--- config.mk ---
export PLATFORM = sky130hd
export DESIGN_NAME = bch_bus_ctrl
export DESIGN_NICKNAME = d
export VERILOG_FILES = /design/src/inc/bch_pkg.sv /design/src/inc/bch_smp_if.sv /design/src/logic/bch_sampler.sv /design/src/logic/bch_bus_ctrl.sv
export SDC_FILE = /design/constraint.sdc
export NUM_CORES = 1
export LEC_CHECK = 0
export BUFFER_PORTS_ARGS = -buffer_cell sky130_fd_sc_hd__buf_4
export CAP_MARGIN = 20
export CORE_ASPECT_RATIO = 0.7
export CORE_MARGIN = 1.5
export CORE_UTILIZATION = 49
export DETAILED_ROUTE_END_ITERATION = 8
export PLACE_DENSITY = 0.81
export SETUP_SLACK_MARGIN = 0.05
export SYNTH_ARGS = -nofsm -noshare
export SYNTH_HDL_FRONTEND = slang
export SYNTH_SLANG_ARGS = --single-unit
export TNS_END_PERCENT = 10
--- constraint.sdc ---
create_clock -name i_clk_sys -period 5.3 [get_ports i_clk_sys]
set_input_delay 0.795 -clock i_clk_sys [delete_from_list [all_inputs] [get_ports i_clk_sys]]
set_output_delay 0.795 -clock i_clk_sys [all_outputs]
set_load 0.05 [all_outputs]
--- src/inc/bch_pkg.sv ---
// Constants, register layout and state codes of the bus cycle handshake block.
// Assumes a single system clock; imported by both design modules of the block.
package bch_pkg;
  // Register offsets, byte addresses on the plain register port
  localparam logic [7:0] BCH_OFF_CFG   = 8'h00;
  localparam logic [7:0] BCH_OFF_STAT  = 8'h04;
  localparam logic [7:0] BCH_OFF_MASK  = 8'h08;
  localparam logic [7:0] BCH_OFF_STATE = 8'h0C;

  // Configuration fields
  localparam int BCH_CFG_LBR_POS  = 0;
  localparam int BCH_CFG_SYNCHRONOUS_BUS_BIT_POS = 1;
  localparam logic [1:0] BCH_CFG_RST = 2'h0;

  // Status and mask fields
  localparam int BCH_ST_RETRY_POS = 0;
  localparam int BCH_ST_DMA_POS   = 1;
  localparam int BCH_ST_SLV_POS   = 2;
  localparam int BCH_ST_W         = 3;
  localparam logic [2:0] BCH_ST_RST   = 3'h0;
  localparam logic [2:0] BCH_MASK_RST = 3'h0;

  // Sampled input lanes
  localparam int BCH_SMP_ACKL  = 0;
  localparam int BCH_SMP_ACKH  = 1;
  localparam int BCH_SMP_RDY   = 2;
  localparam int BCH_SMP_RETRY = 3;
  localparam int BCH_SMP_W     = 4;
  localparam logic [3:0] BCH_SMP_IDLE = 4'hF;

  // Bus mode values
  localparam logic BCH_MODE_READY = 1'b0;
  localparam logic BCH_MODE_ACK   = 1'b1;

  // Master cycle states
  typedef enum logic [3:0] {
    BCH_IDLE  = 4'b0001,
    BCH_T1    = 4'b0010,
    BCH_T2    = 4'b0100,
    BCH_RETRY = 4'b1000
  } bch_state_t;
endpackage

--- src/inc/bch_smp_if.sv ---
// Carrier between the top module and its input sampler.
// Assumes raw pins are active low and idle high.
`timescale 1ns/1ps
interface bch_smp_if #(
  parameter int W = 4
);
  logic [W-1:0] raw;
  logic [W-1:0] smp;
  logic         sync_mode;

  modport top     (output raw, output sync_mode, input smp);
  modport sampler (input raw, input sync_mode, output smp);
endinterface

--- src/logic/bch_sampler.sv ---
// Input sampler for acknowledge, ready and retry pins.
// Assumes the raw pins idle high; sync mode takes one flop, async two.
`timescale 1ns/1ps
module bch_sampler
  import bch_pkg::*;
#(
  parameter int W = 4
)(
  input  wire logic   i_clk_sys,
  input  wire logic   i_sys_rst,
  bch_smp_if.sampler  smp_if
);
  logic [W-1:0] sync_reg;
  logic [W-1:0] meta_reg;
  logic [W-1:0] async_reg;

  // Single stage for inputs already synchronous to the bus clock
  always_ff @(posedge i_clk_sys or posedge i_sys_rst)
  begin
    if (i_sys_rst)
      sync_reg <= {W{1'b1}};
    else
      sync_reg <= smp_if.raw;
  end

  // Two stage chain; the first stage feeds only the second
  always_ff @(posedge i_clk_sys or posedge i_sys_rst)
  begin
    if (i_sys_rst)
    begin
      meta_reg  <= {W{1'b1}};
      async_reg <= {W{1'b1}};
    end
    else
    begin
      meta_reg  <= smp_if.raw;
      async_reg <= meta_reg;
    end
  end

  // Async mode costs one extra cycle of latency for safety
  assign smp_if.smp = smp_if.sync_mode ? sync_reg : async_reg;
endmodule

--- src/logic/bch_bus_ctrl.sv ---
// Bus cycle handshake: master cycles with strobe, acknowledge, retry and
// early cycle start; slave cycle end; shared memory arbitration.
// Assumes pins other than ack, ready and retry are synchronous to i_clk_sys; tristate resolved outside.
`timescale 1ns/1ps
module bch_bus_ctrl
  import bch_pkg::*;
#(
  parameter int AW = 23,
  parameter int DW = 16
)(
  input  wire logic          i_clk_sys,
  input  wire logic          i_sys_rst,
  // Register port
  input  wire logic [7:0]    i_reg_addr,
  input  wire logic [15:0]   i_reg_wdata,
  input  wire logic          i_reg_wr,
  input  wire logic          i_reg_rd,
  output logic [15:0]        o_reg_rdata,
  output logic               o_irq,
  // Internal DMA request side
  input  wire logic          i_bus_owned,
  input  wire logic          i_dma_req,
  input  wire logic          i_dma_write,
  input  wire logic [AW-1:0] i_dma_addr,
  input  wire logic [DW-1:0] i_dma_wdata,
  output logic               o_dma_done,
  output logic [DW-1:0]      o_dma_rdata,
  output logic               o_dma_suspended,
  // Register slave side towards the register core
  output logic               o_host_req,
  output logic               o_host_read,
  output logic [5:0]         o_host_addr,
  output logic [DW-1:0]      o_host_wdata,
  input  wire logic          i_host_done,
  input  wire logic [DW-1:0] i_host_rdata,
  output logic               o_mem_host_grant,
  // System bus pins
  input  wire logic          i_bus_mode_input,
  output logic [AW-1:0]      o_addr,
  output logic               o_addr_oe_n,
  input  wire logic [DW-1:0] i_data,
  output logic [DW-1:0]      o_data,
  output logic               o_data_oe_n,
  output logic               o_master_data_strobe_n,
  output logic               o_master_data_strobe_oe_n,
  output logic               o_early_cycle_start_n,
  output logic               o_early_cycle_start_oe_n,
  output logic               o_master_write,
  input  wire logic          i_size_ack_low_n,
  output logic               o_size_ack_low_n,
  output logic               o_size_ack_low_oe_n,
  input  wire logic          i_size_ack_high_n,
  output logic               o_size_ack_high_n,
  output logic               o_size_ack_high_oe_n,
  input  wire logic          i_ready_input_pin_n,
  output logic               o_ready_output_pin_n,
  output logic               o_ready_output_pin_oe_n,
  input  wire logic          i_bus_retry_n,
  input  wire logic          i_reg_select_n,
  input  wire logic [5:0]    i_reg_addr_pins,
  input  wire logic          i_slave_ds_n,
  input  wire logic          i_slave_rw,
  input  wire logic          i_memory_request_n,
  output logic               o_shared_acknowledge_n
);
  // Byte lane swap for big endian ordering
  function automatic logic [DW-1:0] bch_order(input logic [DW-1:0] d, input logic big);
    bch_order = big ? {d[7:0], d[DW-1:8]} : d;
  endfunction

  bch_smp_if #(.W(BCH_SMP_W)) smp_if ();
  bch_state_t             state_reg;
  logic [1:0]             cfg_reg;
  logic [BCH_ST_W-1:0]    stat_reg;
  logic [BCH_ST_W-1:0]    mask_reg;
  logic                   mode_reg;
  logic                   wr_reg;
  logic [DW-1:0]          wdata_reg;
  logic                   slv_done_reg;
  logic                   slv_pend_reg;
  logic                   mem_grant_reg;
  logic                   blocked;
  logic                   cycle_end;
  logic                   slv_active;
  logic                   slv_read;
  logic [BCH_ST_W-1:0]    st_set;
  logic [BCH_ST_W-1:0]    st_clr;

  // Raw inputs to the sampler; sync flag from configuration
  assign smp_if.raw       = {i_bus_retry_n, i_ready_input_pin_n,
                             i_size_ack_high_n, i_size_ack_low_n};
  assign smp_if.sync_mode = cfg_reg[BCH_CFG_SYNCHRONOUS_BUS_BIT_POS];

  bch_sampler #(.W(BCH_SMP_W)) u_sampler (
    .i_clk_sys (i_clk_sys),
    .i_sys_rst (i_sys_rst),
    .smp_if    (smp_if)
  );

  // Bus mode pin taken every cycle, it chooses protocol and byte order
  always_ff @(posedge i_clk_sys or posedge i_sys_rst)
  begin
    if (i_sys_rst)
      mode_reg <= BCH_MODE_READY;
    else
      mode_reg <= i_bus_mode_input;
  end

  // Any size ack asserted ends the cycle; encoding is ignored
  always_comb
  begin
    if (mode_reg == BCH_MODE_ACK)
      cycle_end = !smp_if.smp[BCH_SMP_ACKL] || !smp_if.smp[BCH_SMP_ACKH];
    else
      cycle_end = !smp_if.smp[BCH_SMP_RDY];
  end

  // A latched retry holds off new DMA until status is cleared
  assign blocked = cfg_reg[BCH_CFG_LBR_POS] && stat_reg[BCH_ST_RETRY_POS];
  assign o_dma_suspended = blocked;

  // Master cycle sequencer; no start while done shows, so a late drop is no rerun
  always_ff @(posedge i_clk_sys or posedge i_sys_rst)
  begin
    if (i_sys_rst)
      state_reg <= BCH_IDLE;
    else if (!i_bus_owned)
      state_reg <= BCH_IDLE;
    else
    begin
      case (state_reg)
        BCH_IDLE:
          if (i_dma_req && !blocked && !mem_grant_reg && !o_dma_done)
            state_reg <= BCH_T1;
        BCH_T1:
          state_reg <= BCH_T2;
        BCH_T2:
          if (!smp_if.smp[BCH_SMP_RETRY])
            state_reg <= BCH_RETRY;
          else if (cycle_end)
            state_reg <= BCH_IDLE;
        BCH_RETRY:
          if (smp_if.smp[BCH_SMP_RETRY])
            state_reg <= BCH_T1;
        default:
          state_reg <= BCH_IDLE;
      endcase
    end
  end

  // Cycle attributes held from the start of the first state
  always_ff @(posedge i_clk_sys or posedge i_sys_rst)
  begin
    if (i_sys_rst)
    begin
      wr_reg    <= 1'b0;
      wdata_reg <= '0;
      o_addr    <= '0;
    end
    else if (state_reg == BCH_IDLE && i_dma_req)
    begin
      wr_reg    <= i_dma_write;
      wdata_reg <= bch_order(i_dma_wdata, mode_reg);
      o_addr    <= i_dma_addr;
    end
  end

  // Completion pulse and read data capture
  always_ff @(posedge i_clk_sys or posedge i_sys_rst)
  begin
    if (i_sys_rst)
    begin
      o_dma_done  <= 1'b0;
      o_dma_rdata <= '0;
    end
    else
    begin
      o_dma_done <= i_bus_owned && state_reg == BCH_T2 && smp_if.smp[BCH_SMP_RETRY]
                    && cycle_end;
      if (state_reg == BCH_T2 && cycle_end && !wr_reg)
        o_dma_rdata <= bch_order(i_data, mode_reg);
    end
  end

  // Strobe low in the data state only; strobe, address and early start float without the bus, write stays driven
  assign o_master_data_strobe_n    = !(state_reg == BCH_T2);
  assign o_master_data_strobe_oe_n = !i_bus_owned;
  assign o_addr_oe_n               = !i_bus_owned;
  assign o_master_write            = wr_reg;
  assign o_early_cycle_start_oe_n  = !i_bus_owned;
  // High clock phase of the first state; follows the clock on purpose
  assign o_early_cycle_start_n     = !(state_reg == BCH_T1 && i_clk_sys);

  // Slave cycle decode; read polarity flips with bus mode
  assign slv_read   = (mode_reg == BCH_MODE_ACK) ? i_slave_rw : !i_slave_rw;
  assign slv_active = !i_reg_select_n && !i_slave_ds_n;

  // Slave request held until the core answers, then done until release
  always_ff @(posedge i_clk_sys or posedge i_sys_rst)
  begin
    if (i_sys_rst)
    begin
      slv_pend_reg <= 1'b0;
      slv_done_reg <= 1'b0;
      o_host_read  <= 1'b0;
      o_host_addr  <= '0;
      o_host_wdata <= '0;
    end
    else if (!slv_active)
    begin
      slv_pend_reg <= 1'b0;
      slv_done_reg <= 1'b0;
    end
    else if (!slv_pend_reg && !slv_done_reg)
    begin
      slv_pend_reg <= 1'b1;
      o_host_read  <= slv_read;
      o_host_addr  <= i_reg_addr_pins;
      o_host_wdata <= bch_order(i_data, mode_reg);
    end
    else if (slv_pend_reg && i_host_done)
    begin
      slv_pend_reg <= 1'b0;
      slv_done_reg <= 1'b1;
    end
  end
  assign o_host_req = slv_pend_reg;

  // Read data for the slave or write data for the master, on all 16 lines
  always_ff @(posedge i_clk_sys or posedge i_sys_rst)
  begin
    if (i_sys_rst)
      o_data <= '0;
    else if (slv_pend_reg && i_host_done)
      o_data <= bch_order(i_host_rdata, mode_reg);
    else if (state_reg == BCH_T1)
      o_data <= wdata_reg;
  end
  assign o_data_oe_n = !((slv_done_reg && o_host_read)
                         || (i_bus_owned && wr_reg && state_reg != BCH_IDLE));

  // Ack mode: both size acks low ends the slave cycle, a 32-bit answer
  assign o_size_ack_low_n     = !slv_done_reg;
  assign o_size_ack_high_n    = !slv_done_reg;
  assign o_size_ack_low_oe_n  = !(mode_reg == BCH_MODE_ACK && !i_reg_select_n);
  assign o_size_ack_high_oe_n = !(mode_reg == BCH_MODE_ACK && !i_reg_select_n);
  // Ready mode: ready output ends the slave cycle
  assign o_ready_output_pin_n    = !slv_done_reg;
  assign o_ready_output_pin_oe_n = !(mode_reg == BCH_MODE_READY && !i_reg_select_n);

  // Host memory grant only between master cycles, held while requested
  always_ff @(posedge i_clk_sys or posedge i_sys_rst)
  begin
    if (i_sys_rst)
      mem_grant_reg <= 1'b0;
    else if (i_memory_request_n)
      mem_grant_reg <= 1'b0;
    else if (state_reg == BCH_IDLE && !(i_bus_owned && i_dma_req && !blocked))
      mem_grant_reg <= 1'b1;
  end
  assign o_mem_host_grant = mem_grant_reg;
  // Select and request never overlap, so one pin serves both
  assign o_shared_acknowledge_n = !(slv_done_reg || mem_grant_reg);

  // Sticky events; set beats a same-cycle clear
  assign st_set[BCH_ST_RETRY_POS] = state_reg == BCH_T2 && !smp_if.smp[BCH_SMP_RETRY];
  assign st_set[BCH_ST_DMA_POS]   = o_dma_done;
  assign st_set[BCH_ST_SLV_POS]   = slv_pend_reg && i_host_done;
  assign st_clr = (i_reg_wr && i_reg_addr == BCH_OFF_STAT) ? i_reg_wdata[BCH_ST_W-1:0] : '0;

  always_ff @(posedge i_clk_sys or posedge i_sys_rst)
  begin
    if (i_sys_rst)
      stat_reg <= BCH_ST_RST;
    else
      stat_reg <= (stat_reg & ~st_clr) | st_set;
  end

  // Configuration and mask writes
  always_ff @(posedge i_clk_sys or posedge i_sys_rst)
  begin
    if (i_sys_rst)
    begin
      cfg_reg  <= BCH_CFG_RST;
      mask_reg <= BCH_MASK_RST;
    end
    else if (i_reg_wr)
    begin
      if (i_reg_addr == BCH_OFF_CFG)
        cfg_reg <= i_reg_wdata[1:0];
      else if (i_reg_addr == BCH_OFF_MASK)
        mask_reg <= i_reg_wdata[BCH_ST_W-1:0];
    end
  end

  // Read data one cycle after the strobe; unmapped reads give zero
  always_ff @(posedge i_clk_sys or posedge i_sys_rst)
  begin
    if (i_sys_rst)
      o_reg_rdata <= 16'h0000;
    else if (!i_reg_rd)
      o_reg_rdata <= 16'h0000;
    else if (i_reg_addr == BCH_OFF_CFG)
      o_reg_rdata <= {14'h0000, cfg_reg};
    else if (i_reg_addr == BCH_OFF_STAT)
      o_reg_rdata <= {13'h0000, stat_reg};
    else if (i_reg_addr == BCH_OFF_MASK)
      o_reg_rdata <= {13'h0000, mask_reg};
    else if (i_reg_addr == BCH_OFF_STATE)
      o_reg_rdata <= {10'h000, mem_grant_reg, blocked, state_reg};
    else
      o_reg_rdata <= 16'h0000;
  end

  assign o_irq = |(stat_reg & mask_reg);
endmodule

# Yosys cells after proc, flatten, opt, wreduce, memory -nomap -nowiden
# Index checks and enable logic that the tools add are counted.
# totals
reg_bits	136
latchBits	0
ram_bits	0
rom_bits	0
in_bits	118
out_inout_bits	113
memories	0
# op_classes
n_addsub	0
mul	0
n_div	0
n_lt_le_gt_ge	0
n_eq_ne	14
shift	0
mux	28
bitwise	6
reduce_logical	57
# op_table
cell	n
2-to-1 mux 16 bit	5
2-to-1 mux 6 bit	5
logical AND 1 bit	24
2-to-1 mux 4 bit	6
zero test 1 bit	21
== test 8 x 4 -> 1 bit (second input constant)	2
one-hot mux 4 bit (4 select lines)	1
2-to-1 mux 1 bit	10
== test 8 x 3 -> 1 bit (second input constant)	1
zero test 8 bit	1
bitwise AND 3 bit	2
!= test 3 bit (second input constant)	2
AND reduction 2 bit	3
AND reduction 3 bit	2
== test 4 x 1 -> 1 bit (second input constant)	1
== test 4 x 2 -> 1 bit (second input constant)	1
== test 4 x 3 -> 1 bit (second input constant)	1
== test 4 bit (second input constant)	1
!= test 4 x 1 -> 1 bit (second input constant)	1
!= test 4 bit (second input constant)	1
nonzero test 2 bit	2
logical OR 1 bit	3
2-to-1 mux 3 bit	1
!= test 3 x 1 -> 1 bit (second input constant)	1
other kinds (6)	7

# Depth between registers and ports, before layout
# Gate-level depths: netlist of run 1.
# depth
depth_word	8
mapped_depth	7
ltp_nobuf	5

# Cells and area by module
# A second synthesis of run 1 with hierarchy kept.
# unflattened
cells_unflattened	476
hier_area_um2	5830.6
# modules_own_cells
module	n_inst	cells_each	area_per_inst_um2
bch_bus_ctrl	1	463	5571.6
bch_sampler	1	13	259.0

==> results of run 1 <==
-- cell usage in the layout (no fill, tap or decap), types with 2 or more instances in the layout --
cell type / n
nand2b_1: 4
nor2_1: 19
or2_2: 2
mux2_2: 60
or3_1: 3
nor4_2: 2
mux2_4: 3
nand2_1: 55
a211oi_1: 16
conb_1: 10
mux4_2: 2
clkinvlp_4: 5
a22o_1: 2
or4_1: 2
clkbuf_8: 2
inv_1: 13
o21ai_0: 19
bufinv_16: 2
o211ai_1: 2
xor2_1: 2
a31oi_1: 16
buf_4: 211
dfrtp_1: 116
nand3_1: 5
and2_1: 2
a21oi_1: 11
mux2i_1: 33
nor2b_1: 19
nor4_1: 2
dfstp_2: 9
clkbuf_16: 20
clkinv_4: 3
-- cell usage after synthesis, types with 3 or more instances --
cell type and instances:
nor4_1 3, or3_1 3, mux2i_1 33, a31oi_1 16, a211oi_1 16, nand2_1 56, dfrtp_1 117, buf_2 8
nor2_1 19, a21oi_1 11, dfstp_2 9, o21ai_0 19, mux2_4 3, nand2b_1 4, clkbuf_1 18, nor2b_1 19
mux2_2 60, buf_4 16, inv_1 14, nand3_1 5
-- cell type report --
cell class | count | area (µm²) | area share
inverter | 15 | 58.8 | 0.00739
sequential | 126 | 3170 | 0.398
tap | 153 | 191 | 0.0241
multi-input combinational | 306 | 2240 | 0.281
clock inverter | 12 | 138 | 0.0173
timing repair buffer | 212 | 1620 | 0.204
clock buffer | 24 | 539 | 0.0678
-- per-stage QoR --
step | power, mW | cells | setup WS, ps
after floorplan | 2.74 | 492 | 1160
after global placement | 3.28 | 811 | 1630
after detailed placement | 3.33 | 811 | 1630
after CTS | 4.61 | 846 | 1340
after global routing | 4.78 | 848 | 1330
final | 4.58 | 848 | 1350
-- power by group --
| part | internal, mW | total [mW] | leakage (nW) | switching, mW |
|---|---|---|---|---|
| Sequential | 1.27 | 1.47 | 1.49 | 0.204 |
| Clock | 0.817 | 1.26 | 0.316 | 0.440 |
| Combinational | 0.624 | 1.86 | 2.01 | 1.23 |
-- cells by family (layout without fill, tap and decap cells) --
group	count (synthesis)	count (layout)
and+or+nand+nor	123	123
other	1	10
AOI/OAI and AO/OA	72	72
muxes	98	98
buffers and inverters	60	263
xor gates and xnor gates	3	3
DFF	126	126
-- per-layer routing --
metal  GRT usage  part of all wire  up-vias
li1            -                 -     2069
met1       0.310              0.43     2123
met2       0.402              0.49      168
met3      0.0748             0.073       10
met4      0.0778            0.0067        0
met5           0                 0        -
-- path summary, 6_finish.rpt --
path | slack (ps) | from | endpoint | cells after the start
worst max-delay path | 1350 | i_clk_sys | o_early_cycle_start_n | 4
worst min-delay path | 190 | i_sys_rst | o_dma_rdata[10]$_DFFE_PP0P_ | 2
max in group asynchronous | 3920 | i_sys_rst | wdata_reg[6]$_DFFE_PP0P_ | 4
worst max register to register | 3030 | state_reg[3]$_DFFE_PP0P_ | o_dma_rdata[9]$_DFFE_PP0P_ | 4
min in group i_clk_sys | 370 | u_sampler.sync_reg[2]$_DFF_PP1_ | u_sampler.async_reg[2]$_DFF_PP1_ | 0
worst min register to register | 370 | u_sampler.sync_reg[2]$_DFF_PP1_ | u_sampler.async_reg[2]$_DFF_PP1_ | 0
==> flow_results.xml, run 1 <==
<?xml version="1.0" encoding="UTF-8"?>
<metrics>
  <group name="critical_path">
    <metric name="worst_setup_path_start_kind" unit="">clock port</metric>
    <metric name="timing.critical_path.slowest_stage_cell" unit="">buf_4</metric>
    <metric name="crit_path_frequent_cell" unit="">clkbuf_16</metric>
    <metric name="timing.critical_path.required" unit="ps">4510</metric>
    <metric name="worstSetupPathType" unit="">clock port to primary output</metric>
    <metric name="worstPathCellList" unit="">clkbuf_16 -&gt; clkbuf_16 -&gt; nand2_1 -&gt; buf_4</metric>
    <metric name="cp.arrival" unit="ps">3150</metric>
    <metric name="crit_path_max_incr_delay" unit="ps">200</metric>
    <metric name="timing.critical_path.max_delay_family" unit="">buffers and inverters</metric>
    <metric name="crit_buf_inv" unit="">3</metric>
    <metric name="timing.critical_path.to_type" unit="">primary output</metric>
    <metric name="timing.critical_path.fanout_max" unit="">2</metric>
  </group>
  <group name="run_status">
    <metric name="outcome" unit="">finished clean</metric>
  </group>
  <group name="drt">
    <metric name="route.detailed.wl_per_inst" unit="µm">17.1</metric>
    <metric name="detail_route.drc_violations" unit="">0</metric>
    <metric name="routed-via-count" unit="">4370</metric>
    <metric name="antenna_left" unit="">0</metric>
    <metric name="avgViaCountPerCell" unit="">5.15</metric>
    <metric name="detail_route.iter0.violations" unit="">271</metric>
    <metric name="first_pass_iters" unit="">6</metric>
    <metric name="postRouteWirelength" unit="µm">14500</metric>
  </group>
  <group name="clocking">
    <metric name="post_cts_repair_resize_count" unit="">0</metric>
    <metric name="clkTransAtPathRegs" unit="ps">60</metric>
    <metric name="post_cts_hold_buffer_count" unit="">0</metric>
    <metric name="cts_tree" unit="">built</metric>
    <metric name="clk_latency" unit="ps">510</metric>
    <metric name="post_cts_setup_buffers" unit="">0</metric>
  </group>
  <group name="sta">
    <metric name="worstMarginPinSlew" unit="ps">1050</metric>
    <metric name="setup-violations-final" unit="">0</metric>
    <metric name="finalHoldViolCount" unit="">0</metric>
    <metric name="final.hold.worst_slack" unit="ps">188</metric>
    <metric name="timing.slew.headroom" unit="">0.301</metric>
    <metric name="pins_over_their_slew_limit" unit="">0</metric>
    <metric name="final_clock_skew" unit="ps">13.0</metric>
    <metric name="grt_setup_unrepaired" unit="">false</metric>
    <metric name="setup_tns" unit="ps">0</metric>
  </group>
  <group name="floorplan">
    <metric name="core_region_area" unit="µm²">11200</metric>
    <metric name="chipWidth" unit="µm">132</metric>
    <metric name="num_io_pins" unit="">231</metric>
    <metric name="fp.dieArea" unit="µm²">12300</metric>
    <metric name="die_y" unit="µm">93.1</metric>
    <metric name="row_count" unit="">32</metric>
    <metric name="starting_density_of_the_core" unit="">0.509</metric>
  </group>
  <group name="job">
    <metric name="max_cap_violations" unit="">0</metric>
  </group>
  <group name="cells_and_area">
    <metric name="area.growth.synth_to_final" unit="%">39.9</metric>
    <metric name="num_antenna_cells" unit="">0</metric>
    <metric name="regMostFlops" unit="">o_addr</metric>
    <metric name="n_fill_cell" unit="">796</metric>
    <metric name="final_net_count" unit="">800</metric>
    <metric name="flip_flop_count_of_the_largest_register_after_layout" unit="">23</metric>
    <metric name="post-route-util" unit="">0.712</metric>
    <metric name="drive_above_1_share" unit="">0.478</metric>
    <metric name="design_area" unit="µm²">7960</metric>
  </group>
  <group name="place">
    <metric name="hpwlAfterDp" unit="µm">10500</metric>
    <metric name="gp_routability_congestion" unit="">0.872</metric>
    <metric name="numPortBuffers" unit="">207</metric>
    <metric name="postPlaceCellArea" unit="µm²">7240</metric>
  </group>
  <group name="synth">
    <metric name="synth.area.mux_share" unit="">0.193</metric>
    <metric name="netlist_area" unit="µm²">5690</metric>
    <metric name="synth.distinct_cells" unit="">46</metric>
    <metric name="ys_seq_elements" unit="">126</metric>
    <metric name="synth.largest_area_cell" unit="">dfrtp_1</metric>
    <metric name="synth_enable_flop_cells" unit="">0</metric>
    <metric name="avgSynthCellArea" unit="µm²">11.8</metric>
    <metric name="synth_top_family_by_area" unit="">multiplexers</metric>
    <metric name="yosys.area_share.adder" unit="">0</metric>
    <metric name="synth_compound_gate_area_share" unit="">0.0794</metric>
    <metric name="post_synth_xor_area_fraction" unit="">0.00462</metric>
    <metric name="asyncSetResetFlopFracSynth" unit="">1.00</metric>
    <metric name="synth_largest_type_area_fraction" unit="">0.515</metric>
    <metric name="yosysSeqAreaShare" unit="">0.556</metric>
    <metric name="synth-simple-area-share" unit="">0.109</metric>
    <metric name="synthesis.instances" unit="">483</metric>
    <metric name="synth_ff_type" unit="">dfrtp_1</metric>
    <metric name="synthTopCellsByArea" unit="">dfrtp_1 (51%), mux2_2 (12%), mux2i_1 (5.8%), dfstp_2 (4.2%), nand2_1 (3.7%)</metric>
    <metric name="yosysWarningCount" unit="">0</metric>
  </group>
  <group name="grt">
    <metric name="grt_start_max_net_pins" unit="">85</metric>
    <metric name="wire_length_of_the_first_global_routing_pass" unit="µm">23200</metric>
    <metric name="grt_pass1_vias" unit="">4524</metric>
    <metric name="track_usage" unit="">0.244</metric>
    <metric name="grt_overflow" unit="">0</metric>
    <metric name="grt_antenna_before_repair" unit="">0</metric>
  </group>
  <group name="power_and_ir_drop">
    <metric name="ir_worst_vdd" unit="mV">0.524</metric>
    <metric name="leakagePower" unit="nW">3.82</metric>
    <metric name="power_density" unit="nW/µm²">576</metric>
  </group>
  <group name="min_path">
    <metric name="worst_hold_path_type" unit="">input port to async pin</metric>
  </group>
</metrics>
Power figures use the tool's default switching activity.
==> run 2: changes to the inputs <==
- clock period: 5.3 -> 4.11 ns (I/O delays scaled with it)
==> run 2 against run 1 <==
Net effect:
- clock skew rose by 2.3 ps
- critical endpoint unchanged
- first-iteration DRC count fell by 27%
- final cell count rose by 0.12%
- largest cell class unchanged
- count of clock-buffer cells in the layout fell by 3
- global-route usage barely moved
- clock power rose by 24%
- design area fell by 0.39%
- utilization fell by 0.28 points
- via count rose by 0.87%
- highest routed layer unchanged
==> flow_results.xml, run 2 (synthesized netlist as in run 1, its figures left out) <==
<?xml version="1.0" encoding="UTF-8"?>
<metrics>
  <group name="run_status">
    <metric name="outcome" unit="">finished clean</metric>
  </group>
  <group name="sta">
    <metric name="pins_over_their_slew_limit" unit="">0</metric>
    <metric name="final.hold.worst_slack" unit="ps">149</metric>
    <metric name="finalHoldViolCount" unit="">0</metric>
    <metric name="worstMarginPinSlew" unit="ps">1020</metric>
    <metric name="grt_setup_unrepaired" unit="">false</metric>
    <metric name="timing.slew.headroom" unit="">0.316</metric>
    <metric name="setup-violations-final" unit="">0</metric>
    <metric name="final_clock_skew" unit="ps">15.3</metric>
    <metric name="setup_tns" unit="ps">0</metric>
  </group>
  <group name="cells_and_area">
    <metric name="final_net_count" unit="">801</metric>
    <metric name="drive_above_1_share" unit="">0.480</metric>
    <metric name="most-common-layout-cells" unit="">buf_4 (212), dfrtp_1 (116), mux2_2 (60)</metric>
    <metric name="area.growth.synth_to_final" unit="%">39.3</metric>
    <metric name="mostFrequentLayoutCell" unit="">buf_4</metric>
    <metric name="regMostFlops" unit="">o_addr</metric>
    <metric name="flip_flop_count_of_the_largest_register_after_layout" unit="">23</metric>
    <metric name="post-route-util" unit="">0.709</metric>
    <metric name="num_antenna_cells" unit="">0</metric>
  </group>
  <group name="min_path">
    <metric name="worst_hold_path_type" unit="">input port to async pin</metric>
  </group>
  <group name="place">
    <metric name="gp_routability_congestion" unit="">0.863</metric>
    <metric name="hpwlAfterDp" unit="µm">10400</metric>
    <metric name="numPortBuffers" unit="">207</metric>
  </group>
  <group name="drt">
    <metric name="detail_route.iter0.violations" unit="">199</metric>
    <metric name="avgViaCountPerCell" unit="">5.19</metric>
    <metric name="antenna_left" unit="">0</metric>
    <metric name="postRouteWirelength" unit="µm">14600</metric>
    <metric name="first_pass_iters" unit="">4</metric>
    <metric name="detail_route.drc_violations" unit="">0</metric>
    <metric name="route.detailed.wl_per_inst" unit="µm">17.2</metric>
    <metric name="routed-via-count" unit="">4408</metric>
  </group>
  <group name="critical_path">
    <metric name="worst_setup_path_start_kind" unit="">clock port</metric>
    <metric name="timing.critical_path.to_type" unit="">primary output</metric>
    <metric name="worstSetupPathType" unit="">clock port to primary output</metric>
    <metric name="crit_buf_inv" unit="">3</metric>
    <metric name="timing.critical_path.required" unit="ps">3490</metric>
    <metric name="worstPathCellList" unit="">clkbuf_16 -&gt; clkbuf_16 -&gt; nand2_1 -&gt; buf_4</metric>
    <metric name="cp.arrival" unit="ps">2550</metric>
    <metric name="crit_path_max_incr_delay" unit="ps">200</metric>
    <metric name="timing.critical_path.fanout_max" unit="">2</metric>
    <metric name="crit_path_frequent_cell" unit="">clkbuf_16</metric>
    <metric name="timing.critical_path.max_delay_family" unit="">buffers and inverters</metric>
    <metric name="timing.critical_path.slowest_stage_cell" unit="">buf_4</metric>
  </group>
  <group name="power_and_ir_drop">
    <metric name="leakagePower" unit="nW">3.81</metric>
    <metric name="ir_worst_vdd" unit="mV">0.588</metric>
    <metric name="report.power.total" unit="mW">5.85</metric>
    <metric name="power_density" unit="nW/µm²">738</metric>
  </group>
  <group name="grt">
    <metric name="track_usage" unit="">0.244</metric>
    <metric name="grt_overflow" unit="">0</metric>
    <metric name="grt_pass1_vias" unit="">4604</metric>
    <metric name="grt_antenna_before_repair" unit="">0</metric>
    <metric name="grt_start_max_net_pins" unit="">79</metric>
    <metric name="wire_length_of_the_first_global_routing_pass" unit="µm">23100</metric>
  </group>
  <group name="clocking">
    <metric name="post_cts_setup_buffers" unit="">0</metric>
    <metric name="post_cts_hold_buffer_count" unit="">0</metric>
    <metric name="cts_tree" unit="">built</metric>
    <metric name="clkTransAtPathRegs" unit="ps">60</metric>
    <metric name="clk_latency" unit="ps">520</metric>
    <metric name="post_cts_repair_resize_count" unit="">0</metric>
  </group>
  <group name="floorplan">
    <metric name="num_io_pins" unit="">231</metric>
    <metric name="die_y" unit="µm">93.1</metric>
    <metric name="row_count" unit="">32</metric>
    <metric name="starting_density_of_the_core" unit="">0.509</metric>
    <metric name="chipWidth" unit="µm">132</metric>
    <metric name="fp.dieArea" unit="µm²">12300</metric>
    <metric name="core_region_area" unit="µm²">11200</metric>
  </group>
  <group name="job">
    <metric name="max_cap_violations" unit="">0</metric>
  </group>
</metrics>
[run 2: changes by cell type in the layout (fill, tap and decap cells not counted), sizes merged]
cell,delta
clkinvlp,+1
inv,+3
buf,+1
bufinv,-1
clkbuf,-3
[run 2: cell type report]
| class | instances | area, µm² |
|---|---|---|
| clock buffers | 21 | 508 |
| flip-flops and latches | 126 | 3170 |
| well taps | 153 | 191 |
| inverters | 15 | 58.8 |
| multi-input cells | 306 | 2240 |
| repair buffers | 213 | 1620 |
| fillers | 808 | 3250 |
| clock inverters | 15 | 138 |
[run 2: where the power goes]
group / total [mW] / internal, mW / switching [mW]
registers: 1.89 / 1.63 / 0.259
clock network: 1.56 / 0.963 / 0.598
logic: 2.39 / 0.804 / 1.59
total: 5.85 / 3.40 / 2.45
[run 2: path summary, 6_finish.rpt]
path                                            startpoint                               end  slack, ps  depth (start not counted)
max                                              i_clk_sys             o_early_cycle_start_n        940                          4
min                                              i_sys_rst       o_host_wdata[9]$_DFFE_PP0P_        150                          2
max in group asynchronous                        i_sys_rst         wdata_reg[12]$_DFFE_PP0P_       2990                          4
max reg2reg                             mode_reg$_DFF_PP0_       o_dma_rdata[14]$_DFFE_PP0P_       1680                          4
min reg2reg                u_sampler.sync_reg[2]$_DFF_PP1_  u_sampler.async_reg[2]$_DFF_PP1_        370                          0
min in group i_clk_sys                 i_ready_input_pin_n   u_sampler.sync_reg[2]$_DFF_PP1_        200                          1
[run 2: metrics by stage]
stage	cells	cell area [µm²]	setup WS (ps)
after floorplan	492	5720	152
after global placement	812	7250	1220
after detailed placement	812	7250	1220
after CTS	847	7890	936
after global routing	849	7930	940
final	849	7930	944
[run 2: worst reg2reg max path: stages, from the launching register on]
cell      delay [ps]
dfrtp_2          740
nand4b_1         170
o211ai_1         220
or3_1            760
mux2_2           430
[run 2: per-layer routing]
| metal | routed length, µm | vias to the layer above | GRT usage |
|---|---|---|---|
| met3 | 1160 | 12 | 0.0856 |
| li1 | - | 2074 | - |
| met2 | 7090 | 173 | 0.394 |
| met1 | 6250 | 2149 | 0.308 |
| met4 | 116 | 0 | 0.0861 |
| met5 | 0 | - | 0 |
==> run 3: changes to the inputs <==
- CORE_UTILIZATION: 49 -> 44
- PLACE_DENSITY: 0.81 -> 0.77
- clock period: 4.11 -> 2.7 ns (I/O delays scaled with it)
==> run 3 against run 2 <==
Net effect:
- first-iteration DRC count shrank 9.0%
- non-clock buffer count increased by 10
- largest cell class unchanged
- critical path type is now register to primary output
- critical endpoint is now o_data_oe_n
- die area grew 11%
- via count up 2.3%
==> flow_results.xml, run 3 (synthesized netlist as in run 1, its figures left out) <==
<?xml version="1.0" encoding="UTF-8"?>
<metrics>
  <group name="sta">
    <metric name="finalCriticalPeriod" unit="ps">2450</metric>
    <metric name="grt_setup_unrepaired" unit="">false</metric>
    <metric name="pins_over_their_slew_limit" unit="">0</metric>
    <metric name="min_period_over_period" unit="">0.906</metric>
    <metric name="final.hold.worst_slack" unit="ps">50.4</metric>
    <metric name="fmax" unit="MHz">409</metric>
    <metric name="worstMarginPinSlew" unit="ps">1040</metric>
    <metric name="setup_tns" unit="ps">0</metric>
    <metric name="timing.slew.headroom" unit="">0.306</metric>
    <metric name="finalHoldViolCount" unit="">0</metric>
    <metric name="final_clock_skew" unit="ps">9.14</metric>
    <metric name="setup-violations-final" unit="">0</metric>
  </group>
  <group name="grt">
    <metric name="grt_antenna_before_repair" unit="">0</metric>
    <metric name="track_usage" unit="">0.223</metric>
    <metric name="grt_overflow" unit="">0</metric>
    <metric name="wire_length_of_the_first_global_routing_pass" unit="µm">23900</metric>
    <metric name="grt_pass1_vias" unit="">4691</metric>
    <metric name="grt_start_max_net_pins" unit="">47</metric>
  </group>
  <group name="cells_and_area">
    <metric name="design_area" unit="µm²">8120</metric>
    <metric name="mostFrequentLayoutCell" unit="">buf_4</metric>
    <metric name="flip_flop_count_of_the_largest_register_after_layout" unit="">23</metric>
    <metric name="drive_above_1_share" unit="">0.476</metric>
    <metric name="n_fill_cell" unit="">937</metric>
    <metric name="num_antenna_cells" unit="">0</metric>
    <metric name="final_net_count" unit="">811</metric>
    <metric name="area.growth.synth_to_final" unit="%">42.8</metric>
    <metric name="post-route-util" unit="">0.649</metric>
    <metric name="most-common-layout-cells" unit="">buf_4 (216), dfrtp_1 (116), mux2_2 (60)</metric>
    <metric name="regMostFlops" unit="">o_addr</metric>
  </group>
  <group name="drt">
    <metric name="detail_route.drc_violations" unit="">0</metric>
    <metric name="route.detailed.wl_per_inst" unit="µm">16.8</metric>
    <metric name="antenna_left" unit="">0</metric>
    <metric name="detail_route.iter0.violations" unit="">181</metric>
    <metric name="routed-via-count" unit="">4509</metric>
    <metric name="first_pass_iters" unit="">4</metric>
    <metric name="avgViaCountPerCell" unit="">5.19</metric>
    <metric name="postRouteWirelength" unit="µm">14600</metric>
  </group>
  <group name="floorplan">
    <metric name="starting_density_of_the_core" unit="">0.455</metric>
    <metric name="die_y" unit="µm">98.1</metric>
    <metric name="core_region_area" unit="µm²">12500</metric>
    <metric name="num_io_pins" unit="">231</metric>
    <metric name="fp.dieArea" unit="µm²">13600</metric>
    <metric name="chipWidth" unit="µm">139</metric>
    <metric name="row_count" unit="">34</metric>
  </group>
  <group name="place">
    <metric name="numPortBuffers" unit="">207</metric>
    <metric name="hpwlAfterDp" unit="µm">10700</metric>
    <metric name="gp_routability_congestion" unit="">0.889</metric>
    <metric name="postPlaceCellArea" unit="µm²">7330</metric>
  </group>
  <group name="power_and_ir_drop">
    <metric name="leakagePower" unit="nW">3.90</metric>
    <metric name="ir_worst_vdd" unit="mV">0.904</metric>
    <metric name="power_density" unit="nW/µm²">1140</metric>
  </group>
  <group name="clocking">
    <metric name="clk_latency" unit="ps">510</metric>
    <metric name="post_cts_repair_resize_count" unit="">0</metric>
    <metric name="post_cts_hold_buffer_count" unit="">6</metric>
    <metric name="cts_tree" unit="">built</metric>
    <metric name="post_cts_setup_buffers" unit="">0</metric>
    <metric name="clkTransAtPathRegs" unit="ps">60</metric>
  </group>
  <group name="critical_path">
    <metric name="cp.arrival" unit="ps">2040</metric>
    <metric name="timing.critical_path.to_type" unit="">primary output</metric>
    <metric name="timing.critical_path.required" unit="ps">2300</metric>
    <metric name="setup.reg_to_reg.worst_slack" unit="ps">510</metric>
    <metric name="worst_setup_path_start_kind" unit="">register</metric>
    <metric name="timing.critical_path.fanout_max" unit="">9</metric>
    <metric name="worstSetupPathType" unit="">register to primary output</metric>
  </group>
  <group name="run_status">
    <metric name="outcome" unit="">finished clean</metric>
  </group>
  <group name="min_path">
    <metric name="worst_hold_path_type" unit="">input port to register</metric>
  </group>
  <group name="job">
    <metric name="max_cap_violations" unit="">0</metric>
  </group>
</metrics>
run 3: path summary, 6_finish.rpt:
| kind | from | end | depth (start not counted) |
|---|---|---|---|
| hold / removal | i_memory_request_n | o_mem_host_grant$_DFFE_PP0P_ | 2 |
| setup reg to reg | state_reg[3]$_DFFE_PP0P_ | o_dma_rdata[3]$_DFFE_PP0P_ | 5 |
| hold reg to reg | u_sampler.sync_reg[0]$_DFF_PP1_ | u_sampler.async_reg[0]$_DFF_PP1_ | 0 |
| setup / recovery | state_reg[0]$_DFFE_PP1P_ | o_data_oe_n | 4 |
| min in group asynchronous | i_sys_rst | o_addr[3]$_DFFE_PP0P_ | 3 |
| max in group asynchronous | i_sys_rst | state_reg[0]$_DFFE_PP1P_ | 4 |
run 3: metrics by stage:
stage / setup slack, ps / std cells / total power, mW
after floorplan: 459 / 492 / 5.39
final: 254 / 868 / 9.28
after global routing: 150 / 868 / 9.70
after CTS: 264 / 868 / 9.35
after global placement: 550 / 827 / 6.46
after detailed placement: 497 / 827 / 6.56
run 3: layer usage:
layer	share of wire	track usage	wire [µm]
met5	0	0	0
met2	0.47	0.351	6900
met1	0.42	0.287	6140
met3	0.10	0.0912	1460
met4	0.0085	0.0617	124
run 3: cell type report:
cell class | instances | area (µm²) | area share
Sequential cell | 126 | 3170 | 0.390
Multi-Input combinational cell | 306 | 2240 | 0.276
Timing Repair Buffer | 223 | 1710 | 0.211
Clock buffer | 26 | 557 | 0.0685
Tap cell | 162 | 203 | 0.0250
Clock inverter | 10 | 184 | 0.0226
Inverter | 15 | 60.1 | 0.00739
run 3: worst max-delay path: stages, from the launching register on:
cell     delay [ps]
dfstp_2         620
nor4b_2         450
nor2_1          110
a21oi_1         130
buf_4           210
run 3: power by group:
part	switching [mW]	leakage, nW	internal [mW]
sequential	0.393	1.49	2.49
clock	0.838	0.358	1.90
combinational	2.43	2.05	1.22
total	3.66	3.90	5.62
